`config.mk`:
```
export PLATFORM = sky130hd
export DESIGN_NAME = rtcia_core
export DESIGN_NICKNAME = d
export VERILOG_FILES = /design/src/rtl/rtcia_pkg.sv /design/src/rtl/rtcia_prescaler.sv /design/src/rtl/rtcia_core.sv
export SDC_FILE = /design/constraint.sdc
export NUM_CORES = 1
export LEC_CHECK = 0
export BUFFER_PORTS_ARGS = -buffer_cell sky130_fd_sc_hd__buf_4
export CAP_MARGIN = 30
export CORE_AREA = 2 2 230 232
export CTS_BUF_LIST = sky130_fd_sc_hd__clkbuf_16
export CTS_CLUSTER_DIAMETER = 30
export DETAILED_ROUTE_END_ITERATION = 10
export DIE_AREA = 0 0 232 234
export HOLD_SLACK_MARGIN = 0.12
export PLACE_DENSITY = 0.39
export SYNTH_ARGS = -nofsm -noshare
export SYNTH_HDL_FRONTEND = slang
export SYNTH_SLANG_ARGS = --single-unit
```
`constraint.sdc`:
```
create_clock -name clk -period 8.2 [get_ports clk]
set_input_delay 0 -clock clk [delete_from_list [all_inputs] [get_ports clk]]
set_output_delay 0 -clock clk [all_outputs]
set_load 0.01 [all_outputs]
```
`src/rtl/rtcia_pkg.sv`:
```
// Contract
// - Timebase comes from the 32.768 kHz crystal tick; time registers run from it.
// - Nominal and temperature trim both correct the crystal rate.
// - The clock keeps running in every power saving mode.
// - Counters survive watchdog and pin resets; only power-on reset clears them.
// - Indirect reads need no key; indirect writes are key protected.
// - Writing the pointer address selects target register and read or write.
// - Hundredths through year update on crystal ticks.
// - Config and interval value writes take effect within two 128 Hz ticks.
// - Write select set copies pointer data into the addressed register.
// - Core loads key 0xEA first; without it the write is dropped.
// - Key clears to zero after each accepted indirect write.
// - Write select clear copies the addressed register into pointer data.
// - Alarm flag bit 6 sets on match of enabled alarms; software clears.
// - Interval flag bit 2 sets when interval elapses; software clears.
// - One-shot clear: flag after each interval, next interval starts at once.
// - One-shot set: flag only once after a single interval.
// - Interval enable clear stops timer and resets its 8-bit counter.
// - Pointer bit 7 is write select, bits 4:0 address, bits 6:5 reserved.
// - Alarm enable bits 4:0 gate date, weekday, hour, minute, second compare.
package rtcia_pkg;
   // Direct register addresses
   localparam logic [7:0] ADDR_CONFIG = 8'ha1;
   localparam logic [7:0] ADDR_ALARM_EN = 8'ha2;
   localparam logic [7:0] ADDR_PTR = 8'ha3;
   localparam logic [7:0] ADDR_PTR_DATA = 8'ha4;
   localparam logic [7:0] ADDR_KEY = 8'hc1;
   localparam logic [7:0] ADDR_NOM_TRIM = 8'hf6;
   localparam logic [7:0] ADDR_TEMP_TRIM = 8'hf7;
   // Config field positions
   localparam int CFG_ALARM_FLAG = 6;
   localparam int CFG_TB_HI = 5;
   localparam int CFG_TB_LO = 4;
   localparam int CFG_ONE_SHOT = 3;
   localparam int CFG_INT_FLAG = 2;
   localparam int CFG_IT_EN = 1;
   // Pointer field positions
   localparam int PTR_WRITE_SELECT = 7;
   localparam int PTR_ADDR_HI = 4;
   // Indirect register addresses
   localparam logic [4:0] IA_HTH = 5'h01;
   localparam logic [4:0] IA_SEC = 5'h02;
   localparam logic [4:0] IA_MIN = 5'h03;
   localparam logic [4:0] IA_HOUR = 5'h04;
   localparam logic [4:0] IA_DAY = 5'h05;
   localparam logic [4:0] IA_DATE = 5'h06;
   localparam logic [4:0] IA_MONTH = 5'h07;
   localparam logic [4:0] IA_YEAR = 5'h08;
   localparam logic [4:0] IA_INTERVAL_LENGTH_VALUE = 5'h09;
   localparam logic [4:0] IA_AL_SEC = 5'h0a;
   localparam logic [4:0] IA_AL_MIN = 5'h0b;
   localparam logic [4:0] IA_AL_HOUR = 5'h0c;
   localparam logic [4:0] IA_AL_DAY = 5'h0d;
   localparam logic [4:0] IA_AL_DATE = 5'h0e;
   // Key and reset values
   localparam logic [7:0] WRITE_KEY = 8'hea;
   localparam logic [7:0] RST_BYTE = 8'h00;
   localparam logic [7:0] RST_DATE = 8'h01;
   localparam logic [7:0] RST_MONTH = 8'h01;
   // Calendar limits
   localparam logic [7:0] MAX_HTH = 8'h63;
   localparam logic [7:0] MAX_SEC = 8'h3b;
   localparam logic [7:0] MAX_HOUR = 8'h17;
   localparam logic [7:0] MAX_DAY = 8'h06;
   localparam logic [7:0] MAX_MONTH = 8'h0c;
   localparam logic [7:0] MAX_YEAR = 8'h63;
   // Timing
   localparam int XTAL_HZ = 32768;
   localparam int TICK_HZ = 128;
   localparam logic [7:0] TICK128_LAST = 8'((XTAL_HZ / TICK_HZ) - 1);
   localparam logic [16:0] HTH_STEP = 17'h00064;
   localparam logic [16:0] ACC_WRAP = 17'h08000;
   localparam logic [1:0] CFG_MAX_TICKS = 2'h2;
endpackage

```
`src/rtl/rtcia_prescaler.sv`:
```
`timescale 1ns/100ps
module rtcia_prescaler
   import rtcia_pkg::*;
(
   // Clock and reset
   input wire logic clk,
   input wire logic rst,
   // Crystal tick and trim
   input wire logic xtalTick,
   input wire logic [8:0] trimSum,
   // Derived enables
   output logic tick128,
   output logic hthTick
);
   typedef struct packed {
      logic [7:0] div;
      logic [14:0] acc;
      logic t128;
      logic hth;
      logic [8:0] chkCount;
   } rtcia_pre_t;

   rtcia_pre_t s_reg, s_next;
   logic signed [17:0] sum;

   always_comb begin
      s_next = s_reg;
      s_next.t128 = 1'b0;
      s_next.hth = 1'b0;
      sum = 18'sd0;
      if (tick128) begin
         s_next.chkCount = 9'h000;
      end
      if (xtalTick) begin
         s_next.div = s_reg.div + 8'h01;
         s_next.chkCount = (tick128 ? 9'h000 : s_reg.chkCount) + 9'h001;
         s_next.t128 = (s_reg.div == TICK128_LAST);
         sum = $signed({3'b000, s_reg.acc}) + $signed({1'b0, HTH_STEP});
         if (s_reg.div == TICK128_LAST) begin
            sum = sum + 18'($signed(trimSum));
         end
         if (sum >= $signed({1'b0, ACC_WRAP})) begin
            s_next.hth = 1'b1;
            s_next.acc = 15'(sum - $signed({1'b0, ACC_WRAP}));
         end else if (sum < 18'sd0) begin
            s_next.acc = 15'h0000;
         end else begin
            s_next.acc = 15'(sum);
         end
      end
   end

   always_ff @(posedge clk or posedge rst) begin
      if (rst) begin
         s_reg <= '0;
      end else begin
         s_reg <= s_next;
      end
   end

   assign tick128 = s_reg.t128;
   assign hthTick = s_reg.hth;

   property p_tick128Period;
      @(posedge clk) disable iff (rst)
      tick128 && $past(tick128 == 1'b0) && (s_reg.chkCount != 9'h000) |->
         s_reg.chkCount == 9'h100;
   endproperty
   a_tick128Period: assert property (p_tick128Period) else $error("128 Hz period wrong");

   property p_hthFromTick;
      @(posedge clk) disable iff (rst)
      hthTick |-> $past(xtalTick);
   endproperty
   a_hthFromTick: assert property (p_hthFromTick) else $error("hundredth without tick");
endmodule // rtcia_prescaler

```
`src/rtl/rtcia_core.sv`:
```
`timescale 1ns/100ps
module rtcia_core
   import rtcia_pkg::*;
(
   // Clock, power-on reset and system reset
   input wire logic clk,
   input wire logic rst,
   input wire logic sysReset,
   // Crystal tick, one cycle per 32.768 kHz period
   input wire logic xtalTick,
   // Special function register access
   input wire logic [7:0] sfrAddr,
   input wire logic [7:0] sfrWrData,
   input wire logic sfrWr,
   input wire logic sfrRd,
   output logic [7:0] sfrRdData,
   // Temperature trim value from the calibration source
   input wire logic [7:0] tempTrimIn,
   // Interrupt enables and request
   input wire logic alarmIrqEnable,
   input wire logic intervalIrqEnable,
   output logic rtcIrq
);
   typedef struct packed {
      logic [7:0] cfgSfr;
      logic cfgPend;
      logic [4:0] alEnSfr;
      logic alEnPend;
      logic [7:0] intvalSfr;
      logic intvalPend;
      logic [1:0] timebase;
      logic oneShot;
      logic interval_timer_enable;
      logic [4:0] alEn;
      logic [7:0] interval_length_value;
      logic alarmFlag;
      logic intFlag;
      logic [7:0] itCount;
      logic itDone;
      logic [7:0] ptr;
      logic [7:0] dat;
      logic [7:0] key;
      logic [7:0] nomTrim;
      logic [7:0] hth, sec, min, hour, day, date, month, year;
      logic [7:0] alSec, alMin, alHour, alDay, alDate;
      logic chk;
      logic [7:0] rdData;
   } rtcia_state_t;

   rtcia_state_t s_reg, s_next;
   logic tick128, hthTick;
   logic secCarry, minCarry, hourCarry, tbTick, alarmMatch;
   logic ptrWrite, indWrite;
   logic [4:0] ptrAddr;

   function automatic logic [7:0] days_in_month(input logic [7:0] m, input logic [7:0] y);
      unique case (m)
         8'h04, 8'h06, 8'h09, 8'h0b: days_in_month = 8'h1e;
         8'h02: days_in_month = (y[1:0] == 2'b00) ? 8'h1d : 8'h1c;
         default: days_in_month = 8'h1f;
      endcase
   endfunction

   function automatic logic [7:0] ind_read(input rtcia_state_t st, input logic [4:0] a);
      unique case (a)
         IA_HTH: ind_read = st.hth;
         IA_SEC: ind_read = st.sec;
         IA_MIN: ind_read = st.min;
         IA_HOUR: ind_read = st.hour;
         IA_DAY: ind_read = st.day;
         IA_DATE: ind_read = st.date;
         IA_MONTH: ind_read = st.month;
         IA_YEAR: ind_read = st.year;
         IA_INTERVAL_LENGTH_VALUE: ind_read = st.interval_length_value;
         IA_AL_SEC: ind_read = st.alSec;
         IA_AL_MIN: ind_read = st.alMin;
         IA_AL_HOUR: ind_read = st.alHour;
         IA_AL_DAY: ind_read = st.alDay;
         IA_AL_DATE: ind_read = st.alDate;
         default: ind_read = RST_BYTE;
      endcase
   endfunction

   rtcia_prescaler rtcia_prescaler_i (
      .clk(clk),
      .rst(rst),
      .xtalTick(xtalTick),
      .trimSum(9'($signed(s_reg.nomTrim)) + 9'($signed(tempTrimIn))),
      .tick128(tick128),
      .hthTick(hthTick)
   );

   // Calendar carries, all from the crystal domain
   assign secCarry = hthTick && (s_reg.hth == MAX_HTH);
   assign minCarry = secCarry && (s_reg.sec == MAX_SEC);
   assign hourCarry = minCarry && (s_reg.min == MAX_SEC);

   always_comb begin
      unique case (s_reg.timebase)
         2'b00: tbTick = tick128;
         2'b01: tbTick = secCarry;
         2'b10: tbTick = minCarry;
         2'b11: tbTick = hourCarry;
      endcase
   end

   // All enabled fields equal; nothing enabled never matches
   assign alarmMatch = (s_reg.alEn != 5'h00) &&
      (!s_reg.alEn[4] || (s_reg.date == s_reg.alDate)) &&
      (!s_reg.alEn[3] || (s_reg.day == s_reg.alDay)) &&
      (!s_reg.alEn[2] || (s_reg.hour == s_reg.alHour)) &&
      (!s_reg.alEn[1] || (s_reg.min == s_reg.alMin)) &&
      (!s_reg.alEn[0] || (s_reg.sec == s_reg.alSec));

   assign ptrWrite = sfrWr && (sfrAddr == ADDR_PTR);
   assign ptrAddr = sfrWrData[PTR_ADDR_HI:0];
   assign indWrite = ptrWrite && sfrWrData[PTR_WRITE_SELECT] && (s_reg.key == WRITE_KEY);

   always_comb begin
      s_next = s_reg;
      s_next.chk = secCarry;
      // Time counters free-run regardless of power mode or system reset
      if (hthTick) begin
         s_next.hth = (s_reg.hth == MAX_HTH) ? RST_BYTE : s_reg.hth + 8'h01;
         if (secCarry) begin
            s_next.sec = (s_reg.sec == MAX_SEC) ? RST_BYTE : s_reg.sec + 8'h01;
         end
         if (minCarry) begin
            s_next.min = (s_reg.min == MAX_SEC) ? RST_BYTE : s_reg.min + 8'h01;
         end
         if (hourCarry) begin
            s_next.hour = (s_reg.hour == MAX_HOUR) ? RST_BYTE : s_reg.hour + 8'h01;
            if (s_reg.hour == MAX_HOUR) begin
               s_next.day = (s_reg.day == MAX_DAY) ? RST_BYTE : s_reg.day + 8'h01;
               if (s_reg.date == days_in_month(s_reg.month, s_reg.year)) begin
                  s_next.date = RST_DATE;
                  if (s_reg.month == MAX_MONTH) begin
                     s_next.month = RST_MONTH;
                     s_next.year = (s_reg.year == MAX_YEAR) ? RST_BYTE : s_reg.year + 8'h01;
                  end else begin
                     s_next.month = s_reg.month + 8'h01;
                  end
               end else begin
                  s_next.date = s_reg.date + 8'h01;
               end
            end
         end
      end
      // Pending configuration lands on the 128 Hz tick
      if (tick128) begin
         if (s_reg.cfgPend) begin
            s_next.timebase = s_reg.cfgSfr[CFG_TB_HI:CFG_TB_LO];
            s_next.oneShot = s_reg.cfgSfr[CFG_ONE_SHOT];
            s_next.interval_timer_enable = s_reg.cfgSfr[CFG_IT_EN];
            s_next.cfgPend = 1'b0;
         end
         if (s_reg.alEnPend) begin
            s_next.alEn = s_reg.alEnSfr;
            s_next.alEnPend = 1'b0;
         end
         if (s_reg.intvalPend) begin
            s_next.interval_length_value = s_reg.intvalSfr;
            s_next.intvalPend = 1'b0;
         end
      end
      // Interval timer
      if (!s_reg.interval_timer_enable) begin
         s_next.itCount = RST_BYTE;
         s_next.itDone = 1'b0;
      end else if (!s_reg.itDone && tbTick) begin
         if (s_reg.itCount + 8'h01 == s_reg.interval_length_value) begin
            s_next.itCount = RST_BYTE;
            s_next.itDone = s_reg.oneShot;
         end else begin
            s_next.itCount = s_reg.itCount + 8'h01;
         end
      end
      // Register writes from the core
      if (sfrWr) begin
         unique case (sfrAddr)
            ADDR_CONFIG: begin
               s_next.cfgSfr = sfrWrData;
               s_next.cfgPend = 1'b1;
               if (!sfrWrData[CFG_ALARM_FLAG]) begin
                  s_next.alarmFlag = 1'b0;
               end
               if (!sfrWrData[CFG_INT_FLAG]) begin
                  s_next.intFlag = 1'b0;
               end
            end
            ADDR_ALARM_EN: begin
               s_next.alEnSfr = sfrWrData[4:0];
               s_next.alEnPend = 1'b1;
            end
            ADDR_PTR: begin
               s_next.ptr = sfrWrData & 8'h9f;
               if (!sfrWrData[PTR_WRITE_SELECT]) begin
                  s_next.dat = ind_read(s_reg, ptrAddr);
               end
            end
            ADDR_PTR_DATA: s_next.dat = sfrWrData;
            ADDR_KEY: s_next.key = sfrWrData;
            ADDR_NOM_TRIM: s_next.nomTrim = sfrWrData;
            default: s_next.key = s_reg.key;
         endcase
      end
      if (indWrite) begin
         s_next.key = RST_BYTE;
         unique case (ptrAddr)
            IA_HTH: s_next.hth = s_reg.dat;
            IA_SEC: s_next.sec = s_reg.dat;
            IA_MIN: s_next.min = s_reg.dat;
            IA_HOUR: s_next.hour = s_reg.dat;
            IA_DAY: s_next.day = s_reg.dat;
            IA_DATE: s_next.date = s_reg.dat;
            IA_MONTH: s_next.month = s_reg.dat;
            IA_YEAR: s_next.year = s_reg.dat;
            IA_INTERVAL_LENGTH_VALUE: begin
               s_next.intvalSfr = s_reg.dat;
               s_next.intvalPend = 1'b1;
            end
            IA_AL_SEC: s_next.alSec = s_reg.dat;
            IA_AL_MIN: s_next.alMin = s_reg.dat;
            IA_AL_HOUR: s_next.alHour = s_reg.dat;
            IA_AL_DAY: s_next.alDay = s_reg.dat;
            IA_AL_DATE: s_next.alDate = s_reg.dat;
            default: s_next.key = RST_BYTE;
         endcase
      end
      // Flag sets come last so an event beats a clear in the same cycle
      if (s_reg.chk && alarmMatch) begin
         s_next.alarmFlag = 1'b1;
      end
      if (s_reg.interval_timer_enable && !s_reg.itDone && tbTick && (s_reg.itCount + 8'h01 == s_reg.interval_length_value)) begin
         s_next.intFlag = 1'b1;
      end
      // Read data, no key needed
      if (sfrRd) begin
         unique case (sfrAddr)
            ADDR_CONFIG: s_next.rdData = {1'b0, s_reg.alarmFlag, s_reg.cfgSfr[5:3],
               s_reg.intFlag, s_reg.cfgSfr[CFG_IT_EN], 1'b0};
            ADDR_ALARM_EN: s_next.rdData = {3'b000, s_reg.alEnSfr};
            ADDR_PTR: s_next.rdData = s_reg.ptr;
            ADDR_PTR_DATA: s_next.rdData = s_reg.dat;
            ADDR_KEY: s_next.rdData = s_reg.key;
            ADDR_NOM_TRIM: s_next.rdData = s_reg.nomTrim;
            ADDR_TEMP_TRIM: s_next.rdData = tempTrimIn;
            default: s_next.rdData = RST_BYTE;
         endcase
      end
      // Watchdog or pin reset: core-side registers only, counters kept
      if (sysReset) begin
         s_next.ptr = RST_BYTE;
         s_next.dat = RST_BYTE;
         s_next.key = RST_BYTE;
         s_next.nomTrim = RST_BYTE;
         s_next.rdData = RST_BYTE;
      end
   end

   always_ff @(posedge clk or posedge rst) begin
      if (rst) begin
         s_reg <= '0;
         s_reg.date <= RST_DATE;
         s_reg.month <= RST_MONTH;
      end else begin
         s_reg <= s_next;
      end
   end

   assign sfrRdData = s_reg.rdData;
   assign rtcIrq = (s_reg.alarmFlag && alarmIrqEnable) || (s_reg.intFlag && intervalIrqEnable);

   // Helper: 128 Hz ticks seen while a config write is pending
   logic [1:0] pendTicks;
   always_ff @(posedge clk or posedge rst) begin
      if (rst) begin
         pendTicks <= 2'h0;
      end else if (!s_reg.cfgPend || (sfrWr && (sfrAddr == ADDR_CONFIG))) begin
         pendTicks <= 2'h0;
      end else if (tick128 && pendTicks != 2'h3) begin
         pendTicks <= pendTicks + 2'h1;
      end
   end

   property p_cfgLatency;
      @(posedge clk) disable iff (rst)
      pendTicks <= CFG_MAX_TICKS - 2'h1;
   endproperty
   a_cfgLatency: assert property (p_cfgLatency) else $error("config update too late");

   property p_noKeyNoWrite;
      @(posedge clk) disable iff (rst)
      ptrWrite && sfrWrData[PTR_WRITE_SELECT] && (s_reg.key != WRITE_KEY) && !hthTick &&
         (ptrAddr == IA_MIN) |=> s_reg.min == $past(s_reg.min);
   endproperty
   a_noKeyNoWrite: assert property (p_noKeyNoWrite) else $error("unkeyed write landed");

   property p_keyClear;
      @(posedge clk) disable iff (rst)
      indWrite |=> s_reg.key == RST_BYTE;
   endproperty
   a_keyClear: assert property (p_keyClear) else $error("key not cleared");

   property p_writeCopy;
      @(posedge clk) disable iff (rst)
      indWrite && (ptrAddr == IA_MIN) |=> s_reg.min == $past(s_reg.dat);
   endproperty
   a_writeCopy: assert property (p_writeCopy) else $error("indirect write lost");

   property p_readCopy;
      @(posedge clk) disable iff (rst)
      ptrWrite && !sfrWrData[PTR_WRITE_SELECT] && (ptrAddr == IA_HOUR) && !sysReset |=>
         s_reg.dat == $past(s_reg.hour);
   endproperty
   a_readCopy: assert property (p_readCopy) else $error("indirect read wrong");

   property p_itenClear;
      @(posedge clk) disable iff (rst)
      !s_reg.interval_timer_enable |=> s_reg.itCount == RST_BYTE;
   endproperty
   a_itenClear: assert property (p_itenClear) else $error("interval count kept");

   property p_oneShotHold;
      @(posedge clk) disable iff (rst)
      s_reg.itDone && s_reg.interval_timer_enable |=> s_reg.itCount == RST_BYTE;
   endproperty
   a_oneShotHold: assert property (p_oneShotHold) else $error("one-shot restarted");

   property p_alarmSet;
      @(posedge clk) disable iff (rst)
      s_reg.chk && alarmMatch |=> s_reg.alarmFlag;
   endproperty
   a_alarmSet: assert property (p_alarmSet) else $error("alarm flag missed");

   property p_irq;
      @(posedge clk) disable iff (rst)
      $rose(s_reg.intFlag) && intervalIrqEnable |-> rtcIrq;
   endproperty
   a_irq: assert property (p_irq) else $error("interrupt not raised");

   property p_hthWrap;
      @(posedge clk) disable iff (rst)
      secCarry && !indWrite |=> s_reg.hth == RST_BYTE;
   endproperty
   a_hthWrap: assert property (p_hthWrap) else $error("hundredths wrap wrong");
endmodule // rtcia_core

```
==> results of run 1 <==
## worst max-delay path by stage
stage	slack (ns)	endpoint	depth (start not counted)
4_1_cts	3.50	rtcia_prescaler_i.s_reg[22]	15
3_5_place_dp	3.53	rtcia_prescaler_i.s_reg[22]	15
6_report	3.56	rtcia_prescaler_i.s_reg[22]	15
5_1_grt	3.18	rtcia_prescaler_i.s_reg[19]	15
3_3_place_gp	3.63	rtcia_prescaler_i.s_reg[14]	15
2_1_floorplan	2.30	rtcia_prescaler_i.hthTick	1
## layout make-up
class                           count  share of cell area, %
Clock buffer                       77                  11.30
Clock inverter                     54                  2.076
Inverter                           71                  1.607
Multi-Input combinational cell   1111                  43.05
Sequential cell                   216                  31.71
Tap cell                          688                  5.048
Timing Repair Buffer               97                  5.209
## metal layers
metal	GRT usage, %	vias up	routed length, um
met5	0	-	0
met4	7.051	0	1255
met3	3.234	77	2413
met2	28.46	266	22200
met1	24.73	5754	22370
li1	-	5508	-
## what timing repair did
| action | in CTS | in global routing |
|---|---|---|
| hold endpoints to repair | 160 | 0 |
| hold buffers | 38 | 0 |
| gates resized for setup | 0 | 0 |
## through the flow
stage | std cells | power, W | setup WS (ns) | utilization, %
detailed placement | 2143 | 0.001852 | 3.534 | 27.56
global route | 2314 | 0.004605 | 3.178 | 32.78
global placement | 2140 | 0.001844 | 3.627 | 27.47
CTS | 2312 | 0.004441 | 3.496 | 32.67
finish | 2314 | 0.004385 | 3.563 | 32.78
floorplan | 1483 | 0.001653 | 2.296 | -
## where the power goes
part | internal, W | switching, W
combinational | 0.000276 | 0.000402
sequential | 0.00111 | 0.0000562
clock | 0.00173 | 0.000803
total | 0.00312 | 0.00126
## critical path: stages (launching register included)
cell and delay [ns]:
dfrtp_1 0.43, ha_1 0.27, a21oi_1 0.23, nand2b_1 0.14, nor2b_1 0.19, and3_1 0.23, xnor2_1 0.14, fa_1 0.49
inv_1 0.05, ha_1 0.34, a21oi_1 0.26, o221ai_1 0.16, a31oi_1 0.35, mux2i_1 0.71, nand2b_1 0.36, o21ai_0 0.15
## cells in the final DEF, fill, tap and decap left out, types with 10 or more instances in the layout
master,netlist,layout
xnor2_1,79,79
clkinv_1,1,19
nor3_1,25,24
o21ai_1,20,20
inv_1,70,83
buf_4,9,54
dfrtp_1,214,214
clkbuf_16,0,77
ha_1,33,33
clkinv_2,0,14
mux2i_1,25,25
a21oi_1,86,86
nand3_1,61,61
a22o_1,11,11
dlygate4sd3_1,0,38
and3_1,27,27
fa_1,18,18
xor2_1,34,34
nand2_1,160,160
nand4_1,42,42
nor2_1,117,117
nor2b_1,16,16
nand2b_1,10,10
o21ai_0,112,112
a22oi_1,39,39
mux2_2,49,49
## cell families (layout without fill, tap and decap cells)
family	count (synthesis)	after routing	synth area share [%]
compound gates	353	353	16.38
xor+xnor	113	113	7.389
fa+ha+maj	51	51	5.773
buf+inv	156	299	4.904
flops	216	216	40.37
mux	75	75	6.091
simple gates	519	519	19.09
==> impl_metrics.py, run 1 <==
metrics = {
    "clocking": {
        "cts_buffers": 76,
        "tritoncts": "built",
        "clock-root-buffer": "clkbuf_16",
        "cts.htree.levels": 3,
        "clk_pin_slew_worst_paths_ns": 0.04,
        "clockBufferDepth": 3,
        "cts_setup_buffers": 0,
        "clkSinkCount": 216,
        "clk_latency_ns": 0.59,
    },
    "setup_path": {
        "path_max_fanout": 9,
        "crit_type": "reg2reg",
        "end_kind": "flip-flop",
        "startpoint_type": "flip-flop",
        "timing.rr.start": "rtcia_prescaler_i.s_reg[13]",
        "crit_arrival_ns": 5.08,
        "rr_worst_depth": 15,
        "rrSetupSlack_ns": 3.56,
        "crit_required_ns": 8.65,
        "crit_start": "rtcia_prescaler_i.s_reg[13]",
        "r2r-end": "rtcia_prescaler_i.s_reg[22]",
    },
    "sta": {
        "rsz0062_at_grt": "no",
        "worst_slew_pin_slew_ns": 1.025,
        "hold_slack_ns": 0.1597,
        "tns_ns": 0,
        "maxSlewHeadroom_pct": 29.92,
        "slew_viol_final": 0,
        "finalSetupViolCount": 0,
        "finalClockSkew_ns": 0.02305,
        "post-route-period-util_pct": 56.54,
        "finalCriticalPeriod_ns": 4.637,
        "max_freq_mhz": 215.7,
        "hold_violations": 0,
    },
    "min_path": {
        "hold_path_depth": 6,
        "min_path_type": "in2reg",
        "min_from": "sfrAddr[3]",
        "min_to": "sfrRdData[2]",
    },
    "yosys": {
        "synth_common_cells": "dfrtp_1 (214), nand2_1 (160), nor2_1 (117)",
        "synth_cells": 1483,
        "synth.distinct_cells": 79,
        "synth_nets": 1566,
        "post-synth-top-count-cell": "dfrtp_1",
        "ys_warn_count": 0,
        "ys.flop_type": "dfrtp_1",
        "synth_area_um2": 13390,
        "yosys.area.top_type": "dfrtp_1",
        "yosys-top-cells-area": "dfrtp_1 (40%), xnor2_1 (5.2%), nand2_1 (4.5%)",
        "ys_ff_latch": 216,
        "synth_top_area_share_pct": 39.98,
        "avgSynthCellArea_um2": 9.032,
        "synth_edf_count": 0,
        "async_flop_share_pct": 100.0,
        "seq_area_frac_synth_pct": 40.37,
    },
    "die": {
        "dieHeight_um": 234,
        "coreArea_um2": 52020,
        "die_w_um": 232,
        "rows": 84,
        "io_pins": 41,
        "dieArea_um2": 54290,
        "start_util_pct": 25.75,
    },
    "place": {
        "gp_congestion": 0.8694,
        "io_buffer_count": 40,
        "postPlaceCellArea_um2": 14340,
        "dp_hpwl_um": 33450,
    },
    "layout": {
        "drive_gt1_share_pct": 14.02,
        "syn_to_final_growth_pct": 27.31,
        "seqCellArea_um2": 5408,
        "multi_input_area_um2": 7341,
        "nets": 1656,
        "nFillCells": 5388,
        "largest_reg_flops": 183,
        "diodes": 0,
        "fin_area_um2": 17050,
    },
    "routing": {
        "first_pass_iters": 7,
        "ant_nets": 0,
        "vias": 11610,
        "drcViolationCount": 0,
        "viasPerCell": 5.015,
        "drt_iter0_drc": 870,
        "wl_um": 48240,
        "post_drt_wl_per_cell_um": 20.85,
    },
    "power": {
        "power_density_nw_per_um2": 257.1,
        "p_leak_nw": 7.449,
        "vdd_drop_max_uv": 189.4,
    },
    "grt": {
        "grt_pass1_vias": 11790,
        "grt_pass1_wl_um": 74350,
        "grt-ovfl-total": 0,
        "antenna_found_initial": 0,
        "track_usage_pct": 18.12,
        "grt_max_degree": 86,
    },
    "outcome": {
        "outcome": "complete, no violations",
    },
    "job": {
        "cap_violations": 0,
    },
}
Power figures use the tool's default switching activity.
==> inputs of run 2 (changes only) <==
- ABC_AREA: default -> 1
- CORE_AREA: 2 2 230 232 -> 2 2 238 240
- DIE_AREA: 0 0 232 234 -> 0 0 240 242
- clock period: 8.2 -> 4.8 ns (I/O delays scaled with it)
==> impl_metrics.py, run 2 <==
metrics = {
    "yosys": {
        "synthMuxAreaShare_pct": 0.7586,
        "synthAdderAreaFrac_pct": 5.389,
        "avgSynthCellArea_um2": 7.313,
        "synth_top_family_by_area": "simple AND/OR/NAND/NOR gates",
        "synth_nets": 2045,
        "synth_cells": 1962,
        "synth_area_um2": 14350,
        "synth-simple-area-share_pct": 27.92,
        "synth_common_cells": "nand2_1 (492), inv_1 (291), dfrtp_1 (214)",
        "ys.flop_type": "dfrtp_1",
        "synth_edf_count": 0,
        "synth_xor_xnor_area_share_pct": 3.540,
        "ys_warn_count": 0,
        "synth_compound_area_share_pct": 14.61,
        "ys_ff_latch": 216,
        "post-synth-top-count-cell": "nand2_1",
        "seq_area_frac_synth_pct": 37.69,
        "yosys-top-cells-area": "dfrtp_1 (37%), nand2_1 (13%), inv_1 (7.6%)",
        "synth.distinct_cells": 60,
        "yosys.area.top_type": "dfrtp_1",
        "synth_top_area_share_pct": 37.32,
        "async_flop_share_pct": 100.0,
    },
    "grt": {
        "grt_max_degree": 125,
        "track_usage_pct": 18.38,
        "grt_pass1_wl_um": 81870,
        "grt_pass1_vias": 13670,
        "antenna_found_initial": 2,
        "grt-ovfl-total": 0,
    },
    "setup_path": {
        "path_max_fanout": 9,
        "slowest_stage": "fa_1",
        "cp_top_family": "simple AND/OR/NAND/NOR gates",
        "startpoint_type": "flip-flop",
        "end_kind": "flip-flop",
        "rr_worst_depth": 21,
        "crit_path_max_incr_delay_ns": 0.48,
        "timing.rr.start": "rtcia_prescaler_i.s_reg[13]",
        "cp_num_buf_inv": 3,
        "crit_required_ns": 5.26,
        "cpMostUsedCell": "nand2_1",
        "crit_type": "reg2reg",
        "r2r-end": "rtcia_prescaler_i.s_reg[23]",
        "rrSetupSlack_ns": 0.90,
        "crit_arrival_ns": 4.35,
        "cp_cell_sequence": "ha_1, nand2_1, nand2_1, nand3_1, nor2_1, inv_1, nor2_1, or2_2, nand2_1, fa_1, inv_1, ha_1, nand2_1, inv_1, nand3_1, nor3_1, nand2_1, nand3_1, nand3_2, nand2_1, o21ai_0",
    },
    "clocking": {
        "clkSinkCount": 216,
        "cts_setup_buffers": 0,
        "clk_pin_slew_worst_paths_ns": 0.04,
        "tritoncts": "built",
        "cts.htree.levels": 3,
        "clk_latency_ns": 0.59,
        "clockBufferDepth": 3,
        "cts_buffers": 71,
        "clock-root-buffer": "clkbuf_16",
    },
    "layout": {
        "syn_to_final_growth_pct": 24.49,
        "nets": 2146,
        "largest_reg_flops": 183,
        "seqCellArea_um2": 5408,
        "postLayoutCoreUtil_pct": 32.05,
        "final_common_cell": "nand2_1",
        "drive_gt1_share_pct": 10.10,
        "mostFrequentLayoutCells": "nand2_1 (492), inv_1 (305), dfrtp_1 (214), nor2_1 (154), o21ai_0 (145)",
        "nFillCells": 6086,
        "diodes": 0,
        "multi_input_area_um2": 7498,
    },
    "sta": {
        "maxSlewHeadroom_pct": 35.78,
        "worst_slew_pin_slew_ns": 0.9622,
        "finalSetupViolCount": 0,
        "hold_violations": 0,
        "finalClockSkew_ns": 0.02241,
        "post-route-period-util_pct": 81.17,
        "finalCriticalPeriod_ns": 3.896,
        "tns_ns": 0,
        "rsz0062_at_grt": "no",
        "max_freq_mhz": 256.7,
        "slew_viol_final": 0,
    },
    "place": {
        "gp_congestion": 0.9042,
        "dp_hpwl_um": 38890,
        "io_buffer_count": 40,
    },
    "die": {
        "io_pins": 41,
        "dieHeight_um": 242,
        "coreArea_um2": 55730,
        "start_util_pct": 25.75,
        "die_w_um": 240,
        "dieArea_um2": 58080,
        "rows": 87,
    },
    "outcome": {
        "outcome": "complete, no violations",
    },
    "power": {
        "power_density_nw_per_um2": 414.4,
        "p_leak_nw": 8.486,
        "vdd_drop_max_uv": 240.3,
    },
    "routing": {
        "first_pass_iters": 5,
        "vias": 13540,
        "viasPerCell": 4.708,
        "post_drt_wl_per_cell_um": 18.18,
        "drt_iter0_drc": 856,
        "wl_um": 52260,
        "ant_nets": 0,
        "drcViolationCount": 0,
    },
    "job": {
        "cap_violations": 0,
    },
    "min_path": {
        "min_path_type": "in2async",
    },
}
[run 2: cell families after synthesis]
| group | count (synthesis) |
|---|---|
| AOI/OAI and AO/OA | 364 |
| DFF | 216 |
| buffers and inverters | 356 |
| xor gates and xnor gates | 58 |
| adders and majority gates | 51 |
| muxes | 10 |
| and+or+nand+nor | 907 |
[run 2: metrics by stage]
stage | total power, W | instances | hold slack [ns] | worst slack [ns] | area, um2
after floorplan | 0.002865 | 1962 | 0.1501 | 1.639 | 14350
after global placement | 0.003214 | 2718 | 0.2293 | 1.014 | 15390
after detailed placement | 0.003203 | 2719 | 0.2266 | 0.9267 | 15400
after CTS | 0.007505 | 2875 | 0.1691 | 0.8996 | 17860
after global routing | 0.007800 | 2875 | 0.2426 | 0.5335 | 17860
final | 0.007402 | 2875 | 0.1676 | 0.9039 | 17860
[run 2: worst register-to-register path, cell delays in order (launching register included)]
cell	delay (ns)
dfrtp_1	0.43
ha_1	0.22
nand2_1	0.09
nand2_1	0.10
nand3_1	0.13
nor2_1	0.16
inv_1	0.08
nor2_1	0.12
or2_2	0.12
nand2_1	0.07
fa_1	0.48
inv_1	0.05
ha_1	0.35
nand2_1	0.07
inv_1	0.09
nand3_1	0.10
nor3_1	0.15
nand2_1	0.10
nand3_1	0.13
nand3_2	0.22
nand2_1	0.34
o21ai_0	0.15
[run 2: layer usage]
metal | vias up | global-route usage (%) | routed length, um
li1 | 6666 | - | -
met1 | 6510 | 25.02 | 24750
met2 | 287 | 29.24 | 24140
met3 | 69 | 3.077 | 2065
met4 | 4 | 6.595 | 1280
met5 | - | 0 | 22
[run 2: worst max-delay path by stage]
stage          slack, ns                           to                        start  depth (start not counted)
2_1_floorplan       1.64  rtcia_prescaler_i.s_reg[23]  rtcia_prescaler_i.s_reg[13]                         21
3_3_place_gp        1.01  rtcia_prescaler_i.s_reg[23]  rtcia_prescaler_i.s_reg[13]                         21
3_5_place_dp        0.93  rtcia_prescaler_i.s_reg[23]  rtcia_prescaler_i.s_reg[13]                         21
4_1_cts             0.90  rtcia_prescaler_i.s_reg[23]  rtcia_prescaler_i.s_reg[13]                         21
5_1_grt             0.53  rtcia_prescaler_i.s_reg[23]  rtcia_prescaler_i.s_reg[13]                         21
6_report            0.90  rtcia_prescaler_i.s_reg[23]  rtcia_prescaler_i.s_reg[13]                         21
[run 2: timing repair]
| action | in CTS | in global routing |
|---|---|---|
| endpoints found under the hold margin | 133 | 0 |
| resized for setup | 0 | 0 |
| hold buffers | 27 | 0 |
[run 2: where the power goes]
group          leakage [nW]  internal, W  switching [W]
Clock                  1.14      0.00287        0.00133
Combinational          4.52     0.000420       0.000786
Sequential             2.82      0.00191      0.0000794
Total                  8.49      0.00521        0.00220
[run 2: layout make-up]
class	count	area share (%)
Clock buffer	73	10.23
Inverter	306	6.465
Timing Repair Buffer	78	3.713
Sequential cell	216	30.27
Tap cell	756	5.296
Multi-Input combinational cell	1390	41.98
Clock inverter	56	2.045
==> inputs of run 3 (changes only) <==
- PLACE_DENSITY: 0.39 -> 0.4
- clock period: 4.8 -> 3.4 ns (I/O delays scaled with it)
==> impl_metrics.py, run 3 (synthesis results as in run 2) <==
metrics = {
    "sta": {
        "finalSetupViolCount": 0,
        "slew_viol_final": 0,
        "post-route-period-util_pct": 95.30,
        "finalClockSkew_ns": 0.01738,
        "rsz0062_at_grt": "yes",
        "finalCriticalPeriod_ns": 3.240,
        "max_freq_mhz": 308.6,
        "hold_violations": 0,
        "maxSlewHeadroom_pct": 47.39,
        "worst_slew_pin_slew_ns": 0.7857,
        "hold_slack_ns": 0.1861,
    },
    "layout": {
        "postLayoutCoreUtil_pct": 32.73,
        "nets": 2179,
        "final_common_cell": "nand2_1",
        "final_cells": 2905,
        "drive_gt1_share_pct": 12.94,
        "mostFrequentLayoutCells": "nand2_1 (488), inv_1 (302), dfrtp_1 (213), nor2_1 (151)",
        "syn_to_final_growth_pct": 27.14,
        "largest_reg_flops": 183,
        "diodes": 0,
        "fin_area_um2": 18240,
    },
    "grt": {
        "grt_max_degree": 112,
        "track_usage_pct": 18.17,
        "grt_pass1_wl_um": 81400,
        "grt_pass1_vias": 13600,
        "grt-ovfl-total": 0,
        "antenna_found_initial": 4,
    },
    "die": {
        "rows": 87,
        "start_util_pct": 25.75,
        "coreArea_um2": 55730,
        "dieArea_um2": 58080,
        "dieHeight_um": 242,
        "io_pins": 41,
        "die_w_um": 240,
    },
    "setup_path": {
        "end_kind": "flip-flop",
        "crit_type": "reg2reg",
        "startpoint_type": "flip-flop",
        "path_max_fanout": 8,
        "rrSetupSlack_ns": 0.16,
        "crit_required_ns": 3.85,
        "crit_arrival_ns": 3.69,
    },
    "clocking": {
        "clock-root-buffer": "clkbuf_16",
        "clk_pin_slew_worst_paths_ns": 0.04,
        "cts_buffers": 68,
        "cts.htree.levels": 3,
        "clk_latency_ns": 0.58,
        "clkSinkCount": 216,
        "tritoncts": "built",
        "clockBufferDepth": 3,
    },
    "routing": {
        "vias": 13620,
        "post_drt_wl_per_cell_um": 18.02,
        "wl_um": 52340,
        "drt_iter0_drc": 1124,
        "first_pass_iters": 7,
        "drcViolationCount": 0,
        "viasPerCell": 4.687,
        "ant_nets": 0,
    },
    "outcome": {
        "outcome": "complete, no violations",
    },
    "place": {
        "postPlaceCellArea_um2": 15650,
        "io_buffer_count": 40,
        "gp_congestion": 0.9588,
        "numPlacedInstances": 2750,
        "dp_hpwl_um": 39090,
    },
    "power": {
        "report.power.total_w": 0.01074,
        "p_leak_nw": 8.626,
        "power_density_nw_per_um2": 588.9,
        "vdd_drop_max_uv": 431.5,
    },
    "job": {
        "cap_violations": 0,
    },
    "min_path": {
        "min_path_type": "in2reg",
    },
}
run 3: path summary, 6_finish.rpt:
path                                          endpoint  depth (start not counted)                        start
setup reg to reg           rtcia_prescaler_i.s_reg[18]                         19  rtcia_prescaler_i.s_reg[14]
hold / removal                              s_reg[144]                          8                   sfrAddr[6]
hold reg to reg                             s_reg[145]                          2                   s_reg[170]
min in group asynchronous                    s_reg[78]                          4                          rst
max in group asynchronous  rtcia_prescaler_i.s_reg[15]                          5                          rst
setup / recovery           rtcia_prescaler_i.s_reg[18]                         19  rtcia_prescaler_i.s_reg[14]
run 3: metal layers:
metal  up-vias  routed length (um)  global-route usage, %  share of wire [%]
met5         -                  24                      0              0.046
met4         4                1645                  7.234                3.1
met3        85                2129                  2.587                4.1
met2       297               23780                  28.48                 45
met1      6496               24760                  25.08                 47
li1       6735                   -                      -                  -
run 3: area by class of cell:
cell class	count	area, um2
fill	6053	37490
timing repair buffer	114	955.9
clock inverter	54	407.9
inverter	306	1155
sequential	216	5409
tap	756	945.9
clock buffer	69	1727
multi-input combinational	1390	7644
run 3: power by group:
group / switching (W) / internal [W] / total [W]
clock network: 0.00187 / 0.00396 / 0.00583
logic: 0.00125 / 0.000838 / 0.00209
registers: 0.000124 / 0.00270 / 0.00282
run 3: what timing repair did:
item | 4_1_cts | 5_1_grt
buffers inserted | 0 | 4
setup endpoints to repair | 0 | 16
gates resized for setup | 0 | 38
hold buffers | 28 | 0
hold endpoints to repair | 129 | 0
run 3: worst max-delay path: stages, from the launching register on:
cell,delay [ns]
dfrtp_1,0.40
ha_2,0.20
buf_4,0.12
buf_4,0.13
xnor2_2,0.14
fa_1,0.49
inv_1,0.04
ha_1,0.36
a21oi_1,0.14
nand2_1,0.10
inv_1,0.10
o21ai_0,0.08
buf_4,0.16
nand2_1,0.07
nand2_1,0.05
nand2_1,0.07
nand3_2,0.11
buf_6,0.16
nand3_1,0.08
o21ai_0,0.09
run 3: per-stage QoR:
| step | TNS [ns] | worst slack (ns) |
|---|---|---|
| floorplan | 0 | 0.2392 |
| global placement | 0 | 0.04372 |
| detailed placement | 0 | 0.04973 |
| CTS | 0 | 0.02223 |
| global route | -0.05261 | -0.01833 |
| finish | 0 | 0.1597 |
